===== src/pkg/skip_test_pkg.sv =====
// package for the flag-set and skip-test decoder
// assumes a 10-bit instruction word and 4-bit data path
package skip_test_pkg;

  localparam logic [9:0] OP_SET_CARRY     = 10'h007;
  localparam logic [9:0] OP_SET_PORT_BIT  = 10'h015;
  localparam logic [9:0] OP_CMP_IMM       = 10'h025;
  localparam logic [9:0] OP_CMP_MEM       = 10'h026;
  localparam logic [9:0] OP_EXT_REQ_TEST  = 10'h038;
  localparam logic [9:0] OP_CONV_TEST     = 10'h287;
  localparam logic [9:0] OP_PIN_TEST      = 10'h03a;
  localparam logic [9:0] OP_PDOWN_TEST    = 10'h003;
  localparam logic [9:0] OP_SERIAL_TEST   = 10'h288;
  localparam logic [9:0] OP_TIMER1_TEST   = 10'h280;
  localparam logic [9:0] OP_TIMER2_TEST   = 10'h281;

  localparam int EXT_IRQ_EN_POS    = 0;
  localparam int TIMER1_IRQ_EN_POS = 2;
  localparam int TIMER2_IRQ_EN_POS = 3;
  localparam int CONV_IRQ_EN_POS   = 2;
  localparam int SERIAL_IRQ_EN_POS = 3;
  localparam int PIN_POLARITY_POS  = 2;

  localparam logic [3:0] PORT_RESET  = 4'h0;
  localparam logic       CARRY_RESET = 1'b0;
  localparam logic [1:0] PORT_BIT_MAX = 2'h3;

  typedef enum logic [1:0] {
    ST_FETCH,
    ST_IMM,
    ST_SKIP
  } exec_state_type;

endpackage : skip_test_pkg


===== src/hdl/flag_clear_ctl.sv =====
// flag clear request generator for one request flag
// assumes the flag source clears on a one-cycle pulse and lets a new set win
`timescale 1ns/10ps
module flag_clear_ctl
  import skip_test_pkg::*;
(
  input  wire logic ref_clk,
  input  wire logic srst,
  input  wire logic exec_test,
  input  wire logic irq_enable,
  input  wire logic flag_level,
  output logic      clear_pulse,
  output logic      skip_hit
);

  logic active;

  // enabled interrupt turns the test into a no-operation
  assign active      = exec_test & ~irq_enable;
  assign clear_pulse = active;
  assign skip_hit    = active & flag_level;

  property p_noop_when_enabled;
    @(posedge ref_clk) disable iff (srst)
    irq_enable |-> !clear_pulse && !skip_hit;
  endproperty
  a_noop_when_enabled: assert property (p_noop_when_enabled)
    else $error("clear or skip while interrupt enabled");

endmodule : flag_clear_ctl


===== src/hdl/skip_test_decoder.sv =====
// flag-set and skip-test instruction executor of a 4-bit core
// assumes one instruction word presented per cycle with instr_valid;
// request flags live outside and clear on the pulses given here
//
// Behaviour
// - set-carry forces carry to 1, one word one cycle, nothing else changes
// - set-port-bit drives to 1 the port D bit chosen by a bit select of 0 to 3
// - compare-memory skips when accumulator equals memory nibble at data pointer
// - ext enable 0: ext test clears request flag, skips if it was 1
// - ext enable 1: ext test is a no-operation
// - converter enable 0: converter test clears flag, skips if it was 1
// - converter enable 1: converter test is a no-operation
// - pin test skips on low pin when polarity is 0, or on high pin when polarity is 1
// - power-down test skips when flag is 1, never changes the flag
// - serial enable 0: clear flag, skip if set; enable 1: no-operation
// - timer 1 enable 0: clear flag, skip if set; enable 1: no-operation
// - timer 2 enable 0: clear flag, skip if set; enable 1: no-operation
`timescale 1ns/10ps
module skip_test_decoder
  import skip_test_pkg::*;
(
  input  wire logic       ref_clk,
  input  wire logic       srst,
  input  wire logic       instr_valid,
  input  wire logic [9:0] instr_word,
  input  wire logic [3:0] accumulator,
  input  wire logic [3:0] mem_nibble,
  input  wire logic [2:0] bit_select,
  input  wire logic [3:0] irq_ctrl1,
  input  wire logic [3:0] irq_ctrl2,
  input  wire logic [3:0] pin_ctrl,
  input  wire logic       ext_irq_pin,
  input  wire logic       power_down_flag,
  input  wire logic       ext_request_flag,
  input  wire logic       converter_completion_flag,
  input  wire logic       serial_completion_flag,
  input  wire logic       first_timer_request_flag,
  input  wire logic       second_timer_request_flag,
  output logic            carry_flag,
  output logic [3:0]      port_d,
  output logic            ext_request_clear,
  output logic            converter_clear,
  output logic            serial_clear,
  output logic            first_timer_clear,
  output logic            second_timer_clear,
  output logic            instr_suppressed,
  output logic            skip_pending
);

  exec_state_type state_r, state_nxt;
  logic           carry_r, carry_nxt;
  logic [3:0]     port_r, port_nxt;
  logic [3:0]     imm_acc_r;
  logic           pin_meta_r, pin_sync_r;
  logic           pdown_meta_r, pdown_sync_r;

  function automatic logic is_op(input logic [9:0] w, input logic [9:0] op);
    return w == op;
  endfunction : is_op

  wire execute   = instr_valid & (state_r == ST_FETCH);
  wire do_carry  = execute & is_op(instr_word, OP_SET_CARRY);
  wire do_port   = execute & is_op(instr_word, OP_SET_PORT_BIT);
  wire do_cmpi   = execute & is_op(instr_word, OP_CMP_IMM);
  wire do_cmpm   = execute & is_op(instr_word, OP_CMP_MEM);
  wire do_ext    = execute & is_op(instr_word, OP_EXT_REQ_TEST);
  wire do_conv   = execute & is_op(instr_word, OP_CONV_TEST);
  wire do_pin    = execute & is_op(instr_word, OP_PIN_TEST);
  wire do_pdown  = execute & is_op(instr_word, OP_PDOWN_TEST);
  wire do_serial = execute & is_op(instr_word, OP_SERIAL_TEST);
  wire do_t1     = execute & is_op(instr_word, OP_TIMER1_TEST);
  wire do_t2     = execute & is_op(instr_word, OP_TIMER2_TEST);

  logic ext_hit, conv_hit, ser_hit, t1_hit, t2_hit;

  flag_clear_ctl u_ext (
    .ref_clk     (ref_clk),
    .srst        (srst),
    .exec_test   (do_ext),
    .irq_enable  (irq_ctrl1[EXT_IRQ_EN_POS]),
    .flag_level  (ext_request_flag),
    .clear_pulse (ext_request_clear),
    .skip_hit    (ext_hit)
  );

  flag_clear_ctl u_conv (
    .ref_clk     (ref_clk),
    .srst        (srst),
    .exec_test   (do_conv),
    .irq_enable  (irq_ctrl2[CONV_IRQ_EN_POS]),
    .flag_level  (converter_completion_flag),
    .clear_pulse (converter_clear),
    .skip_hit    (conv_hit)
  );

  flag_clear_ctl u_ser (
    .ref_clk     (ref_clk),
    .srst        (srst),
    .exec_test   (do_serial),
    .irq_enable  (irq_ctrl2[SERIAL_IRQ_EN_POS]),
    .flag_level  (serial_completion_flag),
    .clear_pulse (serial_clear),
    .skip_hit    (ser_hit)
  );

  flag_clear_ctl u_t1 (
    .ref_clk     (ref_clk),
    .srst        (srst),
    .exec_test   (do_t1),
    .irq_enable  (irq_ctrl1[TIMER1_IRQ_EN_POS]),
    .flag_level  (first_timer_request_flag),
    .clear_pulse (first_timer_clear),
    .skip_hit    (t1_hit)
  );

  flag_clear_ctl u_t2 (
    .ref_clk     (ref_clk),
    .srst        (srst),
    .exec_test   (do_t2),
    .irq_enable  (irq_ctrl1[TIMER2_IRQ_EN_POS]),
    .flag_level  (second_timer_request_flag),
    .clear_pulse (second_timer_clear),
    .skip_hit    (t2_hit)
  );

  // pin and power-down flag are asynchronous, so both pass two flops first
  wire pin_hit   = do_pin & (pin_sync_r == pin_ctrl[PIN_POLARITY_POS]);
  wire pdown_hit = do_pdown & pdown_sync_r;
  wire mem_hit   = do_cmpm & (accumulator == mem_nibble);
  wire imm_hit   = (state_r == ST_IMM) & instr_valid
                   & (instr_word[3:0] == imm_acc_r);

  wire skip_set  = ext_hit | conv_hit | ser_hit | t1_hit | t2_hit
                   | pin_hit | pdown_hit | mem_hit | imm_hit;

  // bit select above 3 is illegal; such a set-port-bit leaves port D unchanged
  wire port_ok   = (bit_select <= {1'b0, PORT_BIT_MAX});

  always_comb begin
    state_nxt = state_r;
    carry_nxt = carry_r;
    port_nxt  = port_r;
    if (do_carry) begin
      carry_nxt = 1'b1;
    end
    if (do_port && port_ok) begin
      port_nxt[bit_select[1:0]] = 1'b1;
    end
    case (state_r)
      ST_FETCH: begin
        if (do_cmpi) begin
          state_nxt = ST_IMM;
        end else if (skip_set) begin
          state_nxt = ST_SKIP;
        end
      end
      ST_IMM: begin
        if (instr_valid) begin
          state_nxt = imm_hit ? ST_SKIP : ST_FETCH;
        end
      end
      ST_SKIP: begin
        // next word is fetched and burns its cycle but does nothing
        if (instr_valid) begin
          state_nxt = ST_FETCH;
        end
      end
      default: state_nxt = ST_FETCH;
    endcase
  end

  always_ff @(posedge ref_clk) begin
    if (srst) begin
      state_r <= ST_FETCH;
      carry_r <= CARRY_RESET;
      port_r  <= PORT_RESET;
    end else begin
      state_r <= state_nxt;
      carry_r <= carry_nxt;
      port_r  <= port_nxt;
    end
  end

  always_ff @(posedge ref_clk) begin
    if (srst) begin
      imm_acc_r <= 4'h0;
    end else if (do_cmpi) begin
      imm_acc_r <= accumulator;
    end
  end

  always_ff @(posedge ref_clk) begin
    if (srst) begin
      pin_meta_r   <= 1'b0;
      pin_sync_r   <= 1'b0;
      pdown_meta_r <= 1'b0;
      pdown_sync_r <= 1'b0;
    end else begin
      pin_meta_r   <= ext_irq_pin;
      pin_sync_r   <= pin_meta_r;
      pdown_meta_r <= power_down_flag;
      pdown_sync_r <= pdown_meta_r;
    end
  end

  assign carry_flag       = carry_r;
  assign port_d           = port_r;
  assign instr_suppressed = (state_r == ST_SKIP) & instr_valid;
  assign skip_pending     = (state_r == ST_SKIP);

  property p_carry_set;
    @(posedge ref_clk) disable iff (srst)
    do_carry |=> carry_flag;
  endproperty
  a_carry_set: assert property (p_carry_set)
    else $error("carry not set");

  property p_carry_hold;
    @(posedge ref_clk) disable iff (srst)
    !do_carry |=> carry_flag == $past(carry_flag);
  endproperty
  a_carry_hold: assert property (p_carry_hold)
    else $error("carry changed without set");

  property p_port_bit;
    @(posedge ref_clk) disable iff (srst)
    do_port && port_ok |=> port_d[$past(bit_select[1:0])];
  endproperty
  a_port_bit: assert property (p_port_bit)
    else $error("port bit not set");

  property p_cmp_imm_two;
    @(posedge ref_clk) disable iff (srst)
    do_cmpi |=> state_r == ST_IMM;
  endproperty
  a_cmp_imm_two: assert property (p_cmp_imm_two)
    else $error("immediate word not taken");

  property p_cmp_mem;
    @(posedge ref_clk) disable iff (srst)
    do_cmpm && accumulator == mem_nibble |=> skip_pending;
  endproperty
  a_cmp_mem: assert property (p_cmp_mem)
    else $error("memory compare did not skip");

  property p_cmp_mem_miss;
    @(posedge ref_clk) disable iff (srst)
    do_cmpm && accumulator != mem_nibble |=> !skip_pending;
  endproperty
  a_cmp_mem_miss: assert property (p_cmp_mem_miss)
    else $error("memory compare skipped on mismatch");

  property p_ext_skip;
    @(posedge ref_clk) disable iff (srst)
    do_ext && !irq_ctrl1[EXT_IRQ_EN_POS] |-> ext_request_clear
      ##1 (skip_pending == $past(ext_request_flag));
  endproperty
  a_ext_skip: assert property (p_ext_skip)
    else $error("ext test wrong");

  property p_ext_noop;
    @(posedge ref_clk) disable iff (srst)
    do_ext && irq_ctrl1[EXT_IRQ_EN_POS] |-> !ext_request_clear ##1 !skip_pending;
  endproperty
  a_ext_noop: assert property (p_ext_noop)
    else $error("ext test not a no-operation");

  // converter, serial and timer tests share the clear-and-skip shape of the ext test
  property p_conv_skip;
    @(posedge ref_clk) disable iff (srst)
    do_conv && !irq_ctrl2[CONV_IRQ_EN_POS] |-> converter_clear
      ##1 (skip_pending == $past(converter_completion_flag));
  endproperty
  a_conv_skip: assert property (p_conv_skip)
    else $error("converter test wrong");

  property p_serial_skip;
    @(posedge ref_clk) disable iff (srst)
    do_serial && !irq_ctrl2[SERIAL_IRQ_EN_POS] |-> serial_clear
      ##1 (skip_pending == $past(serial_completion_flag));
  endproperty
  a_serial_skip: assert property (p_serial_skip)
    else $error("serial test wrong");

  property p_t1_skip;
    @(posedge ref_clk) disable iff (srst)
    do_t1 && !irq_ctrl1[TIMER1_IRQ_EN_POS] |-> first_timer_clear
      ##1 (skip_pending == $past(first_timer_request_flag));
  endproperty
  a_t1_skip: assert property (p_t1_skip)
    else $error("timer 1 test wrong");

  property p_t2_skip;
    @(posedge ref_clk) disable iff (srst)
    do_t2 && !irq_ctrl1[TIMER2_IRQ_EN_POS] |-> second_timer_clear
      ##1 (skip_pending == $past(second_timer_request_flag));
  endproperty
  a_t2_skip: assert property (p_t2_skip)
    else $error("timer 2 test wrong");

  property p_pin_skip;
    @(posedge ref_clk) disable iff (srst)
    do_pin |=> skip_pending == $past(pin_sync_r == pin_ctrl[PIN_POLARITY_POS]);
  endproperty
  a_pin_skip: assert property (p_pin_skip)
    else $error("pin test wrong");

  property p_pdown;
    @(posedge ref_clk) disable iff (srst)
    do_pdown |=> skip_pending == $past(pdown_sync_r);
  endproperty
  a_pdown: assert property (p_pdown)
    else $error("power-down test wrong");

  property p_skip_one;
    @(posedge ref_clk) disable iff (srst)
    skip_pending && instr_valid |=> !skip_pending;
  endproperty
  a_skip_one: assert property (p_skip_one)
    else $error("skip lasted past one instruction");

endmodule : skip_test_decoder


===== config.mk =====
export PLATFORM = sky130hd
export DESIGN_NAME = skip_test_decoder
export DESIGN_NICKNAME = d
export VERILOG_FILES = /design/src/pkg/skip_test_pkg.sv /design/src/hdl/flag_clear_ctl.sv /design/src/hdl/skip_test_decoder.sv
export SDC_FILE = /design/constraint.sdc
export NUM_CORES = 1
export LEC_CHECK = 0
export ABC_AREA = 1
export ABC_CLOCK_PERIOD_IN_PS = 3100
export BUFFER_PORTS_ARGS = -buffer_cell sky130_fd_sc_hd__buf_2
export CORE_ASPECT_RATIO = 1.2
export CORE_MARGIN = 2
export CORE_UTILIZATION = 25
export CTS_BUF_LIST = sky130_fd_sc_hd__clkbuf_4
export DETAILED_ROUTE_END_ITERATION = 10
export PLACE_DENSITY = 0.57
export SETUP_SLACK_MARGIN = 0.5
export SLEW_MARGIN = 20
export SYNTH_ARGS = -nofsm -noshare
export SYNTH_HDL_FRONTEND = slang
export SYNTH_SLANG_ARGS = --single-unit

===== constraint.sdc =====
create_clock -name ref_clk -period 3.1 [get_ports ref_clk]
set_input_delay 0 -clock ref_clk [delete_from_list [all_inputs] [get_ports ref_clk]]
set_output_delay 0 -clock ref_clk [all_outputs]
set_load 0.02 [all_outputs]

==> results of run 1 <==
## cells in the mapped netlist (3+ instances only)
master                      n
sky130_fd_sc_hd__inv_1     37
sky130_fd_sc_hd__nor3_1     6
sky130_fd_sc_hd__nand3b_1   4
sky130_fd_sc_hd__dfxtp_1   15
sky130_fd_sc_hd__nor2_2     6
sky130_fd_sc_hd__a21oi_1    9
sky130_fd_sc_hd__nand2_2    3
sky130_fd_sc_hd__nor2_1    31
sky130_fd_sc_hd__inv_2      4
sky130_fd_sc_hd__nand2_1   41
sky130_fd_sc_hd__o21ai_0    6
sky130_fd_sc_hd__nand3_1   14
## worst max path at each step
stage	startpoint	to
floorplan	state_r[0]	ext_request_clear
global placement	state_r[0]	state_r[1]
detailed placement	state_r[0]	state_r[1]
CTS	state_r[0]	first_timer_clear
global route	state_r[0]	serial_clear
finish	state_r[0]	first_timer_clear
## sequential cells by signal, indices dropped and copies added (netlist names)
signal,count
port_d,4
state_r,2
carry_flag,1
pdown_meta_r,1
pin_sync_r,1
pin_meta_r,1
imm_acc_r,4
pdown_sync_r,1
## placed cells by master (no fill, tap or decap), drive strengths merged
cell	instances
inv	41
dfxtp	15
nand3b	4
xnor2	2
nor4	2
nand2	44
a21oi	9
and3	1
nand3	17
clkbuf	4
o21ai	6
nor3	6
nor2	39
dlygate4sd3	6
buf	48
nand4	1
a31oi	1
## layout make-up
class,count,area (um2)
timing repair buffer,54,300.3
sequential,15,300.3
multi-input combinational,132,641.9
clock buffer,4,30.03
fill,509,2798
inverter,41,153.9
tap,56,70.07
## through the flow
stage	cell area (um2)	worst slack, ps
2_1_floorplan	1125	1828
3_3_place_gp	1406	1750
3_5_place_dp	1406	1732
4_1_cts	1496	1582
5_1_grt	1496	1379
6_report	1496	1613
## report_power, final
part | switching, uW | internal, uW
combinational | 43.8 | 35.3
sequential | 0.700 | 195
clock | 53.6 | 58.5
total | 98.1 | 289
## per-layer routing
metal  wire length (um)  up-vias  track usage (%)
met5                  0        -                0
met4                 39        0            4.583
met2               1239       43            18.98
met3                244        4            2.174
met1               1278      487            13.91
li1                   -      697                -
## kinds of logic (layout without fill, tap and decap cells)
family,after synthesis,count (layout),synth area share (%)
buf+inv,43,99,16.24
simple gates,114,114,48.28
compound gates,16,16,7.230
flops,15,15,26.70
xor+xnor,2,2,1.558
## worst min-delay path, stage by stage
cell,delay [ps]
sky130_fd_sc_hd__buf_2,110
sky130_fd_sc_hd__nand3_1,80
sky130_fd_sc_hd__a21oi_1,50
## timing repair
item / 4_1_cts / 5_1_grt
setup endpoints to repair: 0 / 0
hold buffers: 6 / 0
hold endpoints to repair: 6 / 0
==> results summary, run 1 <==
Summed over all cells, the static leakage comes to 0.0007808 uW. The post-route fraction of the period consumed by the critical path is 47.97%. Counting cells, the worst reg-to-reg path comes to 10.

The number of H-tree levels is 1. The initial antenna violation count is 0. The routed wire length per instance came out at 9.278 um.

Setup violations remaining at the end of the flow were counted as 0. The critical path in this run is classified as flip-flop to output port. The worst-case register-to-register setup slack came out at around 1700 ps. The via count of the first global-routing pass came out at between 1000 and 1500. At the later pin of the worst-skew pair, clock insertion delay measures roughly 270 ps. The number of synthesized flops with an enable pin is 0. The post-route antenna net violation count came out at 0. Synthesis instantiated 22 different standard cells from the library. The synthesized netlist net count came out at 233.

Between clock sinks in the finished design, the worst skew comes to 3.478 ps. The congestion estimate from routability-driven global placement came to 0.7875. The finished layout holds around 300 standard cells, fillers aside. TritonCTS built the clock tree. In the synthesized netlist the dominant register cell turns out to be sky130_fd_sc_hd__dfxtp_1. In this run, placement finished with an instance count of 292.

The vertical die dimension came out at 77.48 um. The required time of the critical path is slightly above 3000 ps. The worst hold path begins at bit_select[1]. For hold timing, the worst endpoint is port_d[2]. The half-perimeter wire length of the detailed placement result is 2.366 mm. The cell area after synthesis came out at 1125 um2. The flow ran to the end, and the final reports show no timing, DRC or antenna violations. The number of search-and-repair iterations in the first detailed-routing pass is 4. The highest clock rate is about 670 MHz.

The cell row count is 26. The endpoint identified for the worst register-to-register timing path is state_r[1]. The worst hold-check slack is around 15 ps. Among cell families on the critical path, the largest total delay comes from simple AND/OR/NAND/NOR gates.

Setup repair after global routing left no endpoint under its margin. The clock transition at the registers of the reported paths is 80 ps. The worst hold path passes through 3 cells. The number of clock buffers added by TritonCTS is 3. The proportion of netlist area held by the largest area contributor is 26.70%. STA classifies the critical path startpoint as a flip-flop.

The max-slew headroom at the worst pin is 84.32%. The cell count after synthesis came out at 190. The worst-case IR drop observed on VDD is 0.2283 mV. The count of cell instances traversed by the critical path is 6.

The maximum count of clock buffers along a single path is 2. The most area-hungry cell type in the Yosys netlist is sky130_fd_sc_hd__dfxtp_1. The number of top-level design ports came out at 55. The slew at the pin closest to its max-slew limit came out at 233.0 ps. The share of the yosys chip area belonging to registers came out at between 20% and 30%. The overall via count from detail_route is 1231.

The synthesized flop and latch total came out at 15. The number of setup buffers added after CTS is 0. Compared with the post-synthesis result, the final layout area differs by 33.04%. The design draws slightly below 400 uW. The time the final worst path needs with I/O delays and setup is 1487 ps. Of all flip-flops after synthesis, the portion carrying an async set or reset was 0%. In this run, post-CTS repair resized a total of 0 instances.

The number of max-cap violations is 0. The die outline area is roughly 5100 um2. The final layout contains routed wiring with a total length of 2.802 mm. In this run the worst hold path is classified as primary input to flip-flop. CTS placed an instance of sky130_fd_sc_hd__clkbuf_4 at the clock tree root. The largest net degree at the start of global routing is 12. The diode insertion count for antenna repair is 0. The Yosys step of the flow raised 0 warnings. The count of buffer and inverter cells on the critical path came out at 2. The endpoint kind of the worst setup timing path is an output port.

The width of the chip came out at 65.23 um. The number of failing hold endpoints at the final stage is 0. The total global routing overflow came out at 0. The worst stage delay on the critical path came out at 370 ps.

The critical path data arrival time came out at 1490 ps. The clock sink count came out at 15. Along the worst path, the maximum fanout reaches 5. After detailed routing, the number of vias per cell comes to 4.076.

The setup total negative slack is 0 ps. The area of the core region came out at roughly 4300 um2. The post-route netlist has 28.86% of its cells at a drive strength greater than 1. In the post-synthesis netlist, the biggest area contributors are sky130_fd_sc_hd__dfxtp_1 (27%), sky130_fd_sc_hd__nand2_1 (14%), sky130_fd_sc_hd__inv_1 (12%). The quantity of I/O buffers inserted on ports is 48. The slowest stage of the critical path is the sky130_fd_sc_hd__dfxtp_1 cell. The signal on the critical path passes through nor2_4 -> nand2_1 -> nor2_2 -> inv_1 -> nor3_1 -> buf_2. For this run, design rule violations remaining after detail routing come to 0. The first-iteration detailed-routing DRC count came out at 43. The post-synthesis average cell area came out at 5.920 um2.

The number of pins exceeding their max-slew limit in the final report came out at 0. The number of nets in the layout is a little under 300. The overall global routing resource usage came out at 11.29%.

The startpoint of the lowest-slack register-to-register path is state_r[0]. The initial core utilization came out at 26.19%. The power density normalized to cell area is 258.5 nW/um2. The first global-routing pass estimated 4.616 mm of wire. The share of the core filled with cells in the final layout came out at between 30% and 40%.
(Power assumes the default switching activity.)
==> run 2: changes to the inputs <==
Settings changed: ABC_AREA 1 to 0, ABC_CLOCK_PERIOD_IN_PS 3100 to 1250, PLACE_DENSITY 0.57 to 0.61.
Clock period 3.1 ns to 1.25 ns, I/O delays scaled along.
==> results summary, run 2 <==
Result of the run: complete, but fails checks (was complete, no violations). The final reports fail on negative setup slack. The count of cell instances traversed by the critical path is 5 (was 6). The slew at the pin closest to its max-slew limit is 339.2 ps (was 233.0 ps). The post-route antenna net violation count is 0 (unchanged). The average via count per standard cell is 4.560 (was 4.076).

The endpoint kind of the worst setup timing path is an output port (unchanged). The count of unresolved DRC violations after routing is 0 (unchanged). The share of flip-flops with an asynchronous set or reset came out at 0% (unchanged). The first-iteration detailed-routing DRC count came to 27 (was 43).

The overall global routing resource usage is 13.62% (was 11.29%). The CTS tree is yes (unchanged). The clock transition at the registers of the reported paths came out at 90 ps (was 80 ps).

The via count of the first global-routing pass was 1021 (was 1140). The clock root buffer is sky130_fd_sc_hd__clkbuf_4 (unchanged). The share of the yosys chip area belonging to registers came to 31.96% (was 26.70%). The number of max-cap violations came to 0 (unchanged).

The critical path data arrival time is 1640 ps (was 1490 ps). The number of buffers inserted during clock tree synthesis is 3 (unchanged). The final wirelength is 2.784 mm (was 2.802 mm).

The number of warnings printed during yosys synthesis came out at 0 (unchanged). The worst min-delay path category was primary input to flip-flop (unchanged). The number of cells on the worst reg-to-reg path is 7 (was 10). The final worst slack came out at -394.7 ps (was 1613 ps). The number of top-level design ports is 55 (unchanged). The terminus of the critical flop-to-flop path was imm_acc_r[1] (was state_r[1]). The setup violation total in the final timing report is 17 (was 0). The number of pins exceeding their max-slew limit in the final report came out at 0 (unchanged).

The most common library cell in the layout ignoring fill and taps is sky130_fd_sc_hd__buf_2 (unchanged). The diode insertion count for antenna repair came out at 0 (unchanged). The max-slew headroom at the worst pin came out at 77.21% (was 84.32%). The area of the core region is 3633 um2 (was 4294 um2). The proportion of netlist area held by the largest area contributor came to 31.96% (was 26.70%). RSZ-0062 raised after global routing: true (was false). The routed wire length per instance is 11.90 um (was 9.278 um). The placement-stage worst setup slack is -161.7 ps (was 1732 ps). Commonest cells post-synth: sky130_fd_sc_hd__nor2_1 (16), sky130_fd_sc_hd__dfxtp_1 (15), sky130_fd_sc_hd__nor2b_1 (9), sky130_fd_sc_hd__xnor2_1 (6) (was sky130_fd_sc_hd__nand2_1 (41), sky130_fd_sc_hd__inv_1 (37), sky130_fd_sc_hd__nor2_1 (31), sky130_fd_sc_hd__dfxtp_1 (15), sky130_fd_sc_hd__nand3_1 (14)). The worst stage delay on the critical path came out at 360 ps (was 370 ps). The peak fanout along the critical path was 5 (unchanged).

The first-pass GRT wire length is 4.464 mm (was 4.616 mm). The post-layout total power came out at 1013 uW (was 386.8 uW). The dominant synthesized flop cell is sky130_fd_sc_hd__dfxtp_1 (unchanged). The cell row count came out at 24 (was 26).

The number of nets in the layout came out at 226 (was 290). The clock latency on the worst-skew pair is 290 ps (was 270 ps). The fraction of final layout cells with drive strength greater than 1 was 53.30% (was 28.86%). The post-synthesis average cell area is 8.621 um2 (was 5.920 um2).

The critical path startpoint category is a flip-flop (unchanged). The initial antenna violation count is 0 (unchanged). The most common cell in the netlist is sky130_fd_sc_hd__nor2_1 (was sky130_fd_sc_hd__nand2_1). The distinct cell type count after synthesis came out at 36 (was 22). The overall via count from detail_route came out at 1067 (was 1231). The leakage power total came out at 0.0007566 uW (was 0.0007808 uW). The half-perimeter wire length of the detailed placement result was 2.046 mm (was 2.366 mm). The number of H-tree levels is 1 (unchanged). The power density normalized to cell area is 611.0 nW/um2 (was 258.5 nW/um2). The launch point of the worst path is state_r[0] (unchanged). Largest cells by area after synthesis: sky130_fd_sc_hd__dfxtp_1 (32%), sky130_fd_sc_hd__nor2_1 (6.4%), sky130_fd_sc_hd__nor2b_1 (6.0%) (was sky130_fd_sc_hd__dfxtp_1 (27%), sky130_fd_sc_hd__nand2_1 (14%), sky130_fd_sc_hd__inv_1 (12%)).

The maximum vdd drop is 0.6108 mV (was 0.2283 mV). The worst setup path category is flip-flop to output port (unchanged). The count of buffer and inverter cells on the critical path came out at 2 (unchanged). The number of search-and-repair iterations in the first detailed-routing pass came to 4 (unchanged). The maximum count of clock buffers along a single path was 2 (unchanged).

The clock sink count came out at 15 (unchanged). The setup total negative slack is -4197 ps (was 0 ps). The die outline area came to 4267 um2 (was 5054 um2). The number of instances in the synthesized netlist came to 109 (was 190).

The total global routing overflow is 0 (unchanged). The quantity of I/O buffers inserted on ports came out at 48 (unchanged). The required time of the critical path is 1250 ps (was 3100 ps). The initial core utilization came out at 25.86% (was 26.19%). The cell area after synthesis is 939.7 um2 (was 1125 um2). The setup clock skew after layout is 7.480 ps (was 3.478 ps). The end point of the critical path is serial_clear (was first_timer_clear). The startpoint of the lowest-slack register-to-register path is state_r[0] (unchanged).

The worst-case register-to-register setup slack is -300 ps (was 1740 ps). The width of the chip was 59.97 um (was 65.23 um). The critical path's top delay family is simple AND/OR/NAND/NOR gates (unchanged). The highest clock rate is ~610 MHz.

The area growth from synthesis to final layout came out at 76.43% (was 33.04%). The routability congestion estimate came out at 0.7620 (was 0.7875). The synthesized netlist net count is 152 (was 233). The number of failing hold endpoints at the final stage is 0 (unchanged). The synthesized flop and latch total is 15 (unchanged).

For the finished layout, the period the worst path requires is 1645 ps. The number of synthesized flops with an enable pin came to 0 (unchanged). The vertical die dimension came out at 71.16 um (was 77.48 um). The most area-hungry cell type in the Yosys netlist is sky130_fd_sc_hd__dfxtp_1 (unchanged). Most frequent cells in the layout: sky130_fd_sc_hd__buf_2 (36), sky130_fd_sc_hd__buf_4 (18), sky130_fd_sc_hd__nor2_1 (14) (was sky130_fd_sc_hd__buf_2 (48), sky130_fd_sc_hd__nand2_1 (41), sky130_fd_sc_hd__inv_1 (37)). The slowest stage cell on the critical path is sky130_fd_sc_hd__dfxtp_4 (was sky130_fd_sc_hd__dfxtp_1). The post-route fraction of the period consumed by the critical path is 131.6%. The largest net degree at the start of global routing is 16 (was 12). CP Cell Sequence: nor4b_4 -> nand4_1 -> buf_6 -> nor4bb_4 -> buf_4 (was nor2_4 -> nand2_1 -> nor2_2 -> inv_1 -> nor3_1 -> buf_2).
==> run 2: cell count changes after synthesis, sizes merged, moves of 3 or more <==
cell | before | now
nor2b | 0 | 9
a21oi | 9 | 5
nor4b | 0 | 3
o21ai | 6 | 1
nand4 | 1 | 4
nor3b | 0 | 3
nor2 | 39 | 16
xnor2 | 2 | 6
inv | 41 | 2
mux2i | 0 | 4
xor2 | 0 | 3
nand3 | 17 | 5
nand2 | 44 | 0
==> run 2: stage by stage <==
step	instances	utilization, %	cell area [um2]	hold slack [ps]
finish	234	45.63	1658	33.85
global route	234	45.63	1658	43.00
CTS	233	44.87	1630	21.02
detailed placement	218	38.22	1389	216.5
global placement	218	38.22	1389	207.9
floorplan	109	-	998.5	36.31
==> run 2: kinds of logic after synthesis <==
group / count (synthesis) / synth area share, %
buffers and inverters: 7 / 2.929
AO/OA/AOI/OAI: 12 / 9.853
AND/OR/NAND/NOR: 62 / 42.61
flip-flops: 15 / 31.96
XOR/XNOR: 9 / 8.389
multiplexers: 4 / 4.261
==> run 2: timing repair <==
item	4_1_cts	5_1_grt
gates cloned	0	0
endpoints found under the hold margin	8	0
resized for setup	37	5
buffers inserted	4	1
endpoints found under the setup margin	23	23
hold buffers	7	0
pin swaps	12	10
==> run 2: layout make-up <==
type                       count  area (um2)
tap                           52       65.06
clock buffer                   3       22.52
inverter                       2       7.507
sequential                    15       314.1
timing repair buffer          74       531.8
fill                         354        1976
clock inverter                 1       6.256
multi-input combinational     87       710.7
==> run 2: metal layers <==
layer | vias to the layer above | global-route usage [%] | part of all wire, % | routed length, um
met5 | - | 0 | 0 | 0
met4 | 0 | 3.704 | 2.6 | 72
met2 | 44 | 23.31 | 49 | 1377
met1 | 473 | 16.29 | 41 | 1136
met3 | 9 | 3.839 | 7.1 | 197
li1 | 541 | - | - | -
==> run 2: power breakdown <==
group          internal (uW)  switching, uW
Sequential               479           1.63
Clock                    124            176
Combinational            127            105
Total                    730            283
==> run 2: how the worst min path moves through the flow <==
| stage | start | depth (start not counted) | end | slack [ps] |
|---|---|---|---|---|
| after global placement | power_down_flag | 2 | pdown_meta_r | 210 |
| after CTS | bit_select[1] | 4 | port_d[1] | 20 |
| final | srst | 2 | carry_flag | 30 |
| after floorplan | irq_ctrl2[3] | 1 | serial_clear | 40 |
| after global routing | bit_select[1] | 4 | port_d[0] | 40 |
| after detailed placement | ext_irq_pin | 2 | pin_meta_r | 220 |
